## config.mk

```make
export PLATFORM = sky130hd
export DESIGN_NAME = gctm_top
export DESIGN_NICKNAME = d
export VERILOG_FILES = /design/src/core/gctm_pkg.sv /design/src/core/gctm_edge_if.sv /design/src/core/gctm_sync_edge.sv /design/src/core/gctm_top.sv
export VERILOG_INCLUDE_DIRS = /design/src /design/src/core
export SDC_FILE = /design/constraint.sdc
export NUM_CORES = 1
export LEC_CHECK = 0
export ABC_AREA = 1
export BUFFER_PORTS_ARGS = -buffer_cell sky130_fd_sc_hd__buf_4
export CAP_MARGIN = 0
export CORE_MARGIN = 1
export CORE_UTILIZATION = 55
export CTS_CLUSTER_DIAMETER = 120
export CTS_CLUSTER_SIZE = 40
export DETAILED_ROUTE_END_ITERATION = 8
export GPL_TIMING_DRIVEN = 0
export PLACE_DENSITY = 0.83
export SYNTH_ARGS = -nofsm -noshare
export SYNTH_HDL_FRONTEND = slang
export SYNTH_SLANG_ARGS = --single-unit
export TNS_END_PERCENT = 10
```

## constraint.sdc

```tcl
create_clock -name clk -period 3.55 [get_ports clk]
set_input_delay 0.1775 -clock clk [delete_from_list [all_inputs] [get_ports clk]]
set_output_delay 0.1775 -clock clk [all_outputs]
set_load 0.02 [all_outputs]
```

## src/core/gctm_map.svh

```systemverilog
`ifndef GCTM_MAP_SVH
`define GCTM_MAP_SVH

// register byte offsets
`define GCTM_ADDR_CTRL     8'h00
`define GCTM_ADDR_DIV      8'h04
`define GCTM_ADDR_RATE     8'h08
`define GCTM_ADDR_COUNT    8'h0C
`define GCTM_ADDR_STAT     8'h10

// control register fields
`define GCTM_CTRL_EN       0
`define GCTM_CTRL_MODE_LO  1
`define GCTM_CTRL_MODE_HI  2
`define GCTM_CTRL_EXT      3
`define GCTM_CTRL_GATE_LO  4
`define GCTM_CTRL_GATE_HI  6
`define GCTM_CTRL_START    7
`define GCTM_CTRL_STOP     8

// mode codes
`define GCTM_MODE_COUNT    2'h0
`define GCTM_MODE_FREQ     2'h1
`define GCTM_MODE_EDGE     2'h2
`define GCTM_MODE_RATE     2'h3

// gate type codes
`define GCTM_GATE_NONE     3'h0
`define GCTM_GATE_LOW      3'h1
`define GCTM_GATE_HIGH     3'h2
`define GCTM_GATE_FALL     3'h3
`define GCTM_GATE_RISE     3'h4

// external divider limits
`define GCTM_DIV_MIN       17'h0_0002
`define GCTM_DIV_MIN_RELAY 17'h0_2580
`define GCTM_DIV_MAX       17'h1_FC02
`define GCTM_DIV_RESET     17'h0_0002

// internal pacing, times in Hz, counts in clk cycles
`define GCTM_SYS_HZ        10000000
`define GCTM_INT_MIN_HZ    4
`define GCTM_INT_MAX_HZ    12000000
`define GCTM_RELAY_MAX_HZ  2500
`define GCTM_RATE_MAX_CYC  (`GCTM_SYS_HZ / `GCTM_INT_MIN_HZ)
`define GCTM_RATE_MIN_FIT  ((`GCTM_SYS_HZ + `GCTM_INT_MAX_HZ - 1) / `GCTM_INT_MAX_HZ)
`define GCTM_RATE_MIN_CYC  ((`GCTM_RATE_MIN_FIT < 2) ? 2 : `GCTM_RATE_MIN_FIT)
`define GCTM_RELAY_MIN_CYC ((`GCTM_SYS_HZ + `GCTM_RELAY_MAX_HZ - 1) / `GCTM_RELAY_MAX_HZ)
`define GCTM_RATE_RESET    32'h0000_0064

`endif

```

## src/core/gctm_pkg.sv

```systemverilog
`default_nettype none
package gctm_pkg;
   typedef enum logic [1:0] {
      MEAS_IDLE,
      MEAS_WAIT,
      MEAS_RUN,
      MEAS_HELD
   } gctm_meas_type;
endpackage
`default_nettype wire

```

## src/core/gctm_edge_if.sv

```systemverilog
`default_nettype none
interface gctm_edge_if;
   logic level;
   logic rise;
   logic fall;
   modport source (output level, output rise, output fall);
   modport sink   (input level, input rise, input fall);
endinterface
`default_nettype wire

```

## src/core/gctm_sync_edge.sv

```systemverilog
`default_nettype none
module gctm_sync_edge (
   input  wire logic          clk,
   input  wire logic          sys_rst,
   input  wire logic          pinIn,
   gctm_edge_if.source        pinEdge
);
   logic syncA;
   logic syncB;
   logic syncC;

   // syncA feeds only syncB, so a metastable sample never reaches the edge logic
   always_ff @(posedge clk) begin
      if (sys_rst) begin
         syncA <= 1'b1;
         syncB <= 1'b1;
         syncC <= 1'b1;
      end else begin
         syncA <= pinIn;
         syncB <= syncA;
         syncC <= syncB;
      end
   end

   assign pinEdge.level = syncB;
   assign pinEdge.rise  = syncB & ~syncC;
   assign pinEdge.fall  = ~syncB & syncC;
endmodule
`default_nettype wire

```

## src/core/gctm_top.sv

```systemverilog
// What this block does
// - one counter channel, 32-bit count, clock input, gate input, pulse output
// - internal pacing programmable 4 Hz to 5 MHz (period clamped to 2 clk minimum), relay variant 4 Hz to 2.5 kHz
// - external clock divided by 2..130050, relay variant 9600..130050
// - operation on the external clock begins on a falling edge of the counter clock input; internal pacing begins at enable
// - gate none: enabled as soon as software enables, gate ignored
// - low-level gate: run while gate low, stop while high
// - high-level gate: run while gate high, stop while low
// - falling-edge gate: enable on high-to-low gate transition
// - rising-edge gate: enable on low-to-high gate transition
// - pulse output goes high to low; low part is active
// - rate mode duty cycle fixed at half the period
// - event counting: count clock falling edges while level gate active
// - count wraps to zero past full 32 bits and keeps counting
// - frequency measurement counts clock events during known high gate, readable
// - edge mode counts from chosen start gate edge to chosen stop edge
// - after stop edge count holds until re-enabled, stays readable
// - edge mode uses internal time base, one increment per tick
// - rate mode pulses while gate active, stops at once when disabled
// - rate output frequency set by clock source and divider
//
// The register offsets and the address-and-strobe port were left to the implementer.
`include "gctm_map.svh"
`default_nettype none
module gctm_top
   import gctm_pkg::*;
#(
   parameter bit RELAY = 1'b0
) (
   input  wire logic        clk,
   input  wire logic        sys_rst,
   input  wire logic [7:0]  regAddr,
   input  wire logic [31:0] regWrData,
   input  wire logic        regWr,
   input  wire logic        regRd,
   output var  logic [31:0] regRdData,
   input  wire logic        ctClkIn,
   input  wire logic        ctGateIn,
   output var  logic        ctOut
);
   localparam logic [31:0] RATE_MIN = RELAY ? 32'(`GCTM_RELAY_MIN_CYC)
                                            : 32'(`GCTM_RATE_MIN_CYC);
   localparam logic [31:0] RATE_MAX = 32'(`GCTM_RATE_MAX_CYC);
   localparam logic [16:0] DIV_MIN  = RELAY ? `GCTM_DIV_MIN_RELAY : `GCTM_DIV_MIN;

   gctm_edge_if clkEdge ();
   gctm_edge_if gateEdge ();

   gctm_sync_edge u_clkSync (
      .clk     (clk),
      .sys_rst (sys_rst),
      .pinIn   (ctClkIn),
      .pinEdge (clkEdge.source)
   );

   gctm_sync_edge u_gateSync (
      .clk     (clk),
      .sys_rst (sys_rst),
      .pinIn   (ctGateIn),
      .pinEdge (gateEdge.source)
   );

   logic          enable;
   logic [1:0]    mode;
   logic          extClk;
   logic [2:0]    gateType;
   logic          startRise;
   logic          stopRise;
   logic [16:0]   divider;
   logic [31:0]   ratePeriod;
   logic [31:0]   count;
   logic          started;
   logic          edgeSeen;
   logic          gateOk;
   logic          active;
   logic [31:0]   pacePhase;
   logic [31:0]   period;
   logic          paceSrc;
   logic          armNow;
   logic          wrCtrl;
   logic          startHit;
   logic          stopHit;
   logic [16:0]   wrDiv;
   logic [31:0]   wrRate;
   gctm_meas_type meas;
   gctm_meas_type next_meas;

   assign wrCtrl = regWr && (regAddr == `GCTM_ADDR_CTRL);
   // a fresh enable restarts every measurement from zero
   assign armNow = wrCtrl && regWrData[`GCTM_CTRL_EN] && !enable;
   assign wrDiv  = regWrData[16:0];
   assign wrRate = regWrData;

   always_ff @(posedge clk) begin
      if (sys_rst) begin
         enable    <= 1'b0;
         mode      <= `GCTM_MODE_COUNT;
         extClk    <= 1'b0;
         gateType  <= `GCTM_GATE_NONE;
         startRise <= 1'b0;
         stopRise  <= 1'b0;
      end else if (wrCtrl) begin
         enable    <= regWrData[`GCTM_CTRL_EN];
         mode      <= regWrData[`GCTM_CTRL_MODE_HI:`GCTM_CTRL_MODE_LO];
         extClk    <= regWrData[`GCTM_CTRL_EXT];
         gateType  <= regWrData[`GCTM_CTRL_GATE_HI:`GCTM_CTRL_GATE_LO];
         startRise <= regWrData[`GCTM_CTRL_START];
         stopRise  <= regWrData[`GCTM_CTRL_STOP];
      end
   end

   // out-of-range settings are clamped rather than refused, so the pacer never stalls
   always_ff @(posedge clk) begin
      if (sys_rst) begin
         divider <= (`GCTM_DIV_RESET < DIV_MIN) ? DIV_MIN : `GCTM_DIV_RESET;
      end else if (regWr && regAddr == `GCTM_ADDR_DIV) begin
         if (wrDiv < DIV_MIN || regWrData[31:17] != 15'h0000) begin
            divider <= (regWrData[31:17] != 15'h0000) ? `GCTM_DIV_MAX : DIV_MIN;
         end else if (wrDiv > `GCTM_DIV_MAX) begin
            divider <= `GCTM_DIV_MAX;
         end else begin
            divider <= wrDiv;
         end
      end
   end

   always_ff @(posedge clk) begin
      if (sys_rst) begin
         ratePeriod <= (`GCTM_RATE_RESET < RATE_MIN) ? RATE_MIN : `GCTM_RATE_RESET;
      end else if (regWr && regAddr == `GCTM_ADDR_RATE) begin
         if (wrRate < RATE_MIN) begin
            ratePeriod <= RATE_MIN;
         end else if (wrRate > RATE_MAX) begin
            ratePeriod <= RATE_MAX;
         end else begin
            ratePeriod <= wrRate;
         end
      end
   end

   // operations on the external clock wait for its first falling edge
   always_ff @(posedge clk) begin
      if (sys_rst || !enable || armNow) begin
         started <= 1'b0;
      end else if (!extClk || clkEdge.fall) begin
         started <= 1'b1;
      end
   end

   always_ff @(posedge clk) begin
      if (sys_rst || !enable) begin
         edgeSeen <= 1'b0;
      end else if (gateType == `GCTM_GATE_FALL && gateEdge.fall) begin
         edgeSeen <= 1'b1;
      end else if (gateType == `GCTM_GATE_RISE && gateEdge.rise) begin
         edgeSeen <= 1'b1;
      end
   end

   always_comb begin
      unique case (gateType)
         `GCTM_GATE_NONE: gateOk = 1'b1;
         `GCTM_GATE_LOW:  gateOk = !gateEdge.level;
         `GCTM_GATE_HIGH: gateOk = gateEdge.level;
         `GCTM_GATE_FALL: gateOk = edgeSeen;
         `GCTM_GATE_RISE: gateOk = edgeSeen;
         default:         gateOk = 1'b0;
      endcase
   end

   // the falling edge that starts an external-clock operation already counts
   assign active = enable && gateOk && (started || (extClk && clkEdge.fall));

   // edge-to-edge interval state
   assign startHit = startRise ? gateEdge.rise : gateEdge.fall;
   assign stopHit  = stopRise ? gateEdge.rise : gateEdge.fall;

   always_comb begin
      next_meas = meas;
      unique case (meas)
         MEAS_IDLE: if (armNow && regWrData[`GCTM_CTRL_MODE_HI:`GCTM_CTRL_MODE_LO]
                        == `GCTM_MODE_EDGE) next_meas = MEAS_WAIT;
         MEAS_WAIT: if (startHit) next_meas = MEAS_RUN;
         MEAS_RUN:  if (stopHit) next_meas = MEAS_HELD;
         MEAS_HELD: next_meas = MEAS_HELD;
      endcase
      if (!enable && !armNow) begin
         next_meas = MEAS_IDLE;
      end
      if (mode != `GCTM_MODE_EDGE && meas != MEAS_IDLE) begin
         next_meas = MEAS_IDLE;
      end
   end

   always_ff @(posedge clk) begin
      if (sys_rst) begin
         meas <= MEAS_IDLE;
      end else begin
         meas <= next_meas;
      end
   end

   // the 32-bit count wraps through zero by plain modular add
   always_ff @(posedge clk) begin
      if (sys_rst || armNow) begin
         count <= 32'h0000_0000;
      end else begin
         unique case (mode)
            `GCTM_MODE_COUNT: if (active && clkEdge.fall)
                                 count <= count + 32'h0000_0001;
            `GCTM_MODE_FREQ:  if (active && clkEdge.fall) count <= count + 32'h0000_0001;
            // one tick of the system clock is the internal time base
            `GCTM_MODE_EDGE:  if (meas == MEAS_RUN) count <= count + 32'h0000_0001;
            `GCTM_MODE_RATE:  if (active && paceSrc && pacePhase == period - 32'h0000_0001)
                                 count <= count + 32'h0000_0001;
         endcase
      end
   end

   // rate generation pacer
   assign paceSrc = extClk ? clkEdge.fall : 1'b1;
   assign period  = extClk ? {15'h0000, divider} : ratePeriod;

   always_ff @(posedge clk) begin
      if (sys_rst || !active || mode != `GCTM_MODE_RATE) begin
         pacePhase <= 32'h0000_0000;
      end else if (paceSrc) begin
         pacePhase <= (pacePhase >= period - 32'h0000_0001) ? 32'h0000_0000
                                                            : pacePhase + 32'h0000_0001;
      end
   end

   // low half of each period is the active part; idle level is high
   always_ff @(posedge clk) begin
      if (sys_rst) begin
         ctOut <= 1'b1;
      end else if (!active || mode != `GCTM_MODE_RATE) begin
         ctOut <= 1'b1;
      end else begin
         ctOut <= !(pacePhase < (period >> 1));
      end
   end

   // reads snapshot the count; they never touch counting state
   always_ff @(posedge clk) begin
      if (sys_rst) begin
         regRdData <= 32'h0000_0000;
      end else if (regRd) begin
         unique case (regAddr)
            `GCTM_ADDR_CTRL:  regRdData <= {23'h00_0000, stopRise, startRise, gateType,
                                            extClk, mode, enable};
            `GCTM_ADDR_DIV:   regRdData <= {15'h0000, divider};
            `GCTM_ADDR_RATE:  regRdData <= ratePeriod;
            `GCTM_ADDR_COUNT: regRdData <= count;
            `GCTM_ADDR_STAT:  regRdData <= {26'h000_0000, gateEdge.level, ctOut,
                                            meas == MEAS_HELD, meas == MEAS_RUN,
                                            started, active};
            default:          regRdData <= 32'h0000_0000;
         endcase
      end else begin
         regRdData <= 32'h0000_0000;
      end
   end

   chk_count_inc: assert property (@(posedge clk) disable iff (sys_rst)
      (mode == `GCTM_MODE_COUNT && active && clkEdge.fall && !armNow)
      |=> count == $past(count) + 32'h0000_0001)
      else $error("event count missed a clock falling edge");

   chk_count_wrap: assert property (@(posedge clk) disable iff (sys_rst)
      (mode == `GCTM_MODE_COUNT && active && clkEdge.fall && !armNow
       && count == 32'hFFFF_FFFF) |=> count == 32'h0000_0000)
      else $error("count did not wrap to zero");

   chk_start_fall: assert property (@(posedge clk) disable iff (sys_rst)
      (enable && extClk && !started && !clkEdge.fall) |=> !started)
      else $error("operation started without a clock falling edge");

   chk_gate_none: assert property (@(posedge clk) disable iff (sys_rst)
      (wrCtrl && regWrData[`GCTM_CTRL_EN]
       && regWrData[`GCTM_CTRL_GATE_HI:`GCTM_CTRL_GATE_LO] == `GCTM_GATE_NONE
       && !regWrData[`GCTM_CTRL_EXT]) ##1 !wrCtrl |=> active)
      else $error("ungated operation not enabled");

   chk_gate_low: assert property (@(posedge clk) disable iff (sys_rst)
      (mode == `GCTM_MODE_COUNT && gateType == `GCTM_GATE_LOW && gateEdge.level && !armNow)
      |=> $stable(count))
      else $error("low-level gate ran with gate high");

   chk_gate_high: assert property (@(posedge clk) disable iff (sys_rst)
      (mode == `GCTM_MODE_COUNT && gateType == `GCTM_GATE_HIGH && !gateEdge.level && !armNow)
      |=> $stable(count))
      else $error("high-level gate ran with gate low");

   chk_gate_fall: assert property (@(posedge clk) disable iff (sys_rst)
      (gateType == `GCTM_GATE_FALL && enable && gateEdge.fall && !wrCtrl) |=> edgeSeen)
      else $error("falling gate edge not latched");

   chk_gate_rise: assert property (@(posedge clk) disable iff (sys_rst)
      (gateType == `GCTM_GATE_RISE && enable && gateEdge.rise && !wrCtrl) |=> edgeSeen)
      else $error("rising gate edge not latched");

   chk_edge_run: assert property (@(posedge clk) disable iff (sys_rst)
      (mode == `GCTM_MODE_EDGE && meas == MEAS_RUN && !armNow)
      |=> count == $past(count) + 32'h0000_0001)
      else $error("interval count not incrementing");

   chk_edge_hold: assert property (@(posedge clk) disable iff (sys_rst)
      (mode == `GCTM_MODE_EDGE && meas == MEAS_HELD && !armNow) |=> $stable(count))
      else $error("held interval count changed");

   chk_rate_stop: assert property (@(posedge clk) disable iff (sys_rst)
      (!active) |=> ctOut)
      else $error("pulse output active while disabled");

   chk_rate_half: assert property (@(posedge clk) disable iff (sys_rst)
      (mode == `GCTM_MODE_RATE && active && pacePhase >= (period >> 1)) |=> ctOut)
      else $error("output not high in second half of period");

   chk_rate_low: assert property (@(posedge clk) disable iff (sys_rst)
      (mode == `GCTM_MODE_RATE && active && pacePhase < (period >> 1)) |=> !ctOut)
      else $error("output not low in first half of period");

   chk_div_range: assert property (@(posedge clk) disable iff (sys_rst)
      divider >= DIV_MIN && divider <= `GCTM_DIV_MAX)
      else $error("divider outside its range");

   chk_read_count: assert property (@(posedge clk) disable iff (sys_rst)
      (regRd && regAddr == `GCTM_ADDR_COUNT) |=> regRdData == $past(count))
      else $error("count read returned a wrong value");

   chk_freq_inc: assert property (@(posedge clk) disable iff (sys_rst)
      (mode == `GCTM_MODE_FREQ && active && clkEdge.fall && !armNow)
      |=> count == $past(count) + 32'h0000_0001)
      else $error("frequency count missed a clock falling edge");

   chk_edge_wait: assert property (@(posedge clk) disable iff (sys_rst)
      (mode == `GCTM_MODE_EDGE && meas == MEAS_WAIT && !armNow) |=> $stable(count))
      else $error("interval count moved before its start edge");

   chk_read_idle: assert property (@(posedge clk) disable iff (sys_rst)
      (!regRd) |=> regRdData == 32'h0000_0000)
      else $error("read data not zero outside a read");

   chk_arm_clear: assert property (@(posedge clk) disable iff (sys_rst)
      armNow |=> count == 32'h0000_0000)
      else $error("count not cleared by a new enable");
endmodule
`default_nettype wire

```

==> out/results.txt <==
I/O Pins = 79
yosys warns = 0
max-slew violation count = 0
port bufs = 77
Power Density = 317 nW/um^2
most frequent cells in the layout = 355 x nand2_1, 164 x dfxtp_1, 142 x inv_1
failing checks = DRC, setup timing
CTS tree = built
WP data arrival = 4.20 ns
dpl cells = 1802
Synthesized Nets = 1607
maximum VDD drop = 0.373 mV
Yosys top cell area share = 32.3%
Routed wire per std cell = 17.4 um
RePlAce Congestion = 0.976
first-pass GRT wire length = 51.8 mm
DP HPWL = 23.8 mm
die area = 19100 um^2
P_sw = 0.941 mW
RSZ-0062 raised after global routing = yes
Yosys cell types = 50
Worst Hold Path Cells = 2
Via Count = 11.1k
Num CTS Buffers = 17
total power = 3.93 mW
global route overflow = 0
r2r setup slk = -0.35 ns
worst reg2reg path depth = 24
share of layout cells above drive strength 1 = 15.9%
fin nets = 1735
Hold Crit Class = input port to flop
Crit Path Class = flop to flop
commonest non-fill, non-tap cell in the layout = nand2_1
biggest area consumer among synthesized cells = dfxtp_1
final worst slack = -0.349 ns
DR vias/cell = 5.93
Final Setup Violations = 64
Inserted Diodes = 0
outcome = complete, but fails checks
slew at the pin closest to its max-slew limit = 0.759 ns
Final Hold Viols = 0
Setup crit end kind = flop
Layout area overhead = 21.0%
MaxCap Viol Count = 0
DRC viols = 10
Required @ worst endpoint = 3.85 ns
reg2reg start = extClk
clock power share = 49.3%
Final period util = 110%
Fmax = 257 MHz
die width = 138 um
Hold Path Sink = enable
Clk pin slew, worst setup/hold paths = 0.07 ns
Startpoint Class = flop
Comb power frac = 3.4%
Post-Syn Area per Cell = 6.84 um^2
initial antenna violation count = 0
register bit total from synthesis = 165
Initial DRC Count = 1263
final hold slack = 0.0122 ns
Pleak = 4.95 nW
Post-Synthesis Cells = 1496
DR pass1 iterations = 8
Setup Skew = 0.0106 ns
clock latency on the worst-skew pair = 0.44 ns
H-tree depth = 4
Antenna Violating Nets Remaining = 0
post-synthesis sequential area ratio = 32.3%
Bufs on Longest Clock Path = 2
Die Ht = 138 um
hold path start = regWrData[0]
Internal Power = 2.99 mW
FP Rows = 49
Clock Sinks = 165
Final Non-Filler Cells = 1866
Initial Util = 56.6%
Clock Root Buffer = clkbuf_16
Switching Fraction = 24.0%
number of global-route vias before repair = 10.2k
post-route minimum period = 3.90 ns
final WL = 32.5 mm
Total GRT Usage = 33.7%
largest cells by area after synthesis = dfxtp_1 32%, nand2_1 14%, ha_1 8.0%
end of the worst register-to-register path = count[6]
part of the power in registers = 47.2%
Cell Area, Synth = 10200 um^2
Critical Path Fanout Max = 7
relative slew slack = 49.1%
largest net degree at the start of global routing = 17
Core Box Area = 18100 um^2
-- per-stage QoR --
stage	worst slack [ns]	area, um^2	TNS [ns]	utilization [%]
final	-0.349	12400	-15.64	68.4
after global placement	-0.913	11100	-44.74	61.3
after global routing	-0.458	12400	-23.73	68.4
after CTS	-0.158	12200	-6.88	67.2
after floorplan	0.130	10200	0	-
after detailed placement	-1.01	11100	-49.64	61.3
-- worst max-delay path, stage by stage (launching register included) --
cell and delay, ns:
dfxtp_4 0.41, buf_12 0.16, nand2_1 0.07, nand2_2 0.09, inv_2 0.09, nand3_2 0.10
nor2_4 0.14, nand2_2 0.08, nor2_4 0.16, nand2_4 0.07, nor2_4 0.13, buf_4 0.14
nand3_2 0.09, xnor2_1 0.17, ha_1 0.33, nand2_1 0.08, nor2_2 0.15, nand4_1 0.14
nor2_2 0.22, nand2_4 0.12, o21bai_4 0.29, nand2_4 0.17, clkbuf_16 0.23, nand2_2 0.05
a21oi_1 0.05
-- synthesized netlist by cell type, drive strengths merged --
| library cell | n |
|---|---|
| a221oi | 11 |
| clkbuf | 30 |
| xor2 | 55 |
| dfxtp | 165 |
| clkinv | 2 |
| o21ai | 42 |
| nand2 | 387 |
| o41ai | 1 |
| o2111ai | 1 |
| nand3b | 3 |
| a21o | 2 |
| o21a | 5 |
| a21oi | 138 |
| a211oi | 1 |
| o221ai | 1 |
| nor3b | 5 |
| a41oi | 2 |
| nand4 | 40 |
| o21bai | 4 |
| nor3 | 52 |
| o311ai | 1 |
| or2 | 6 |
| nand3 | 104 |
| buf | 23 |
| nor4 | 17 |
| nor2 | 141 |
| o31ai | 1 |
| o22ai | 5 |
| a21boi | 1 |
| ha | 65 |
| a31oi | 14 |
| xnor2 | 18 |
| nor4b | 1 |
| inv | 152 |
-- repair_timing --
action,4_1_cts,5_1_grt
hold buffers,2,0
pin swaps,19,17
setup buffers,19,7
endpoints found under the hold margin,2,0
gates resized for setup,53,47
cloned,4,1
setup endpoints to repair,64,64
-- registers in the layout, summed over array words and instances (netlist names), 2 cells and up --
signal and flops:
mode 2, divider 17, regRdData 32, count 32, gateType 3, pacePhase 32, meas 2, ratePeriod 32
-- routing by layer --
| metal | global-route usage, % | vias up | routed length (um) |
|---|---|---|---|
| met5 | 0 | - | 0 |
| met4 | 14.2 | 0 | 1070 |
| met3 | 6.72 | 84 | 2960 |
| met2 | 54.4 | 627 | 14900 |
| met1 | 43.9 | 5123 | 13600 |
| li1 | - | 5233 | - |
-- cells by family (layout without fill, tap and decap cells) --
kind of cell | after synthesis | count (layout) | synth area share (%)
compound gates | 230 | 230 | 12.9
xor+xnor | 73 | 73 | 6.25
fa+ha+maj | 65 | 65 | 7.95
buf+inv | 207 | 348 | 8.06
flops | 165 | 165 | 32.3
simple gates | 756 | 756 | 32.6
-- power groups by stage --
stage	Clock [mW]	Combinational, mW	Sequential (mW)
finish	1.94	0.135	1.85
global route	2.01	0.145	1.85
CTS	1.92	0.131	1.86
detailed placement	0	0.127	1.90
global placement	0	0.127	1.90
floorplan	0	0.0543	1.90
-- area by class of cell --
type                       instances  area (um^2)
sequential                       165         3310
fill                            1550         5710
clock buffer                      19          443
buffer                            52          332
timing repair buffer             110          903
multi-input combinational       1124         6350
inverter                         154          586
tap                              229          287
clock inverter                    13          165
-- worst max path at each step --
stage	from	endpoint	slack [ns]	depth (start not counted)
2_1_floorplan	extClk	pacePhase[25]	0.13	26
3_3_place_gp	extClk	pacePhase[25]	-0.91	26
3_5_place_dp	extClk	pacePhase[25]	-1.01	26
4_1_cts	extClk	count[11]	-0.16	22
5_1_grt	extClk	count[6]	-0.46	22
6_report	extClk	count[6]	-0.35	24
Note: power is estimated with default switching activity, not from simulation.
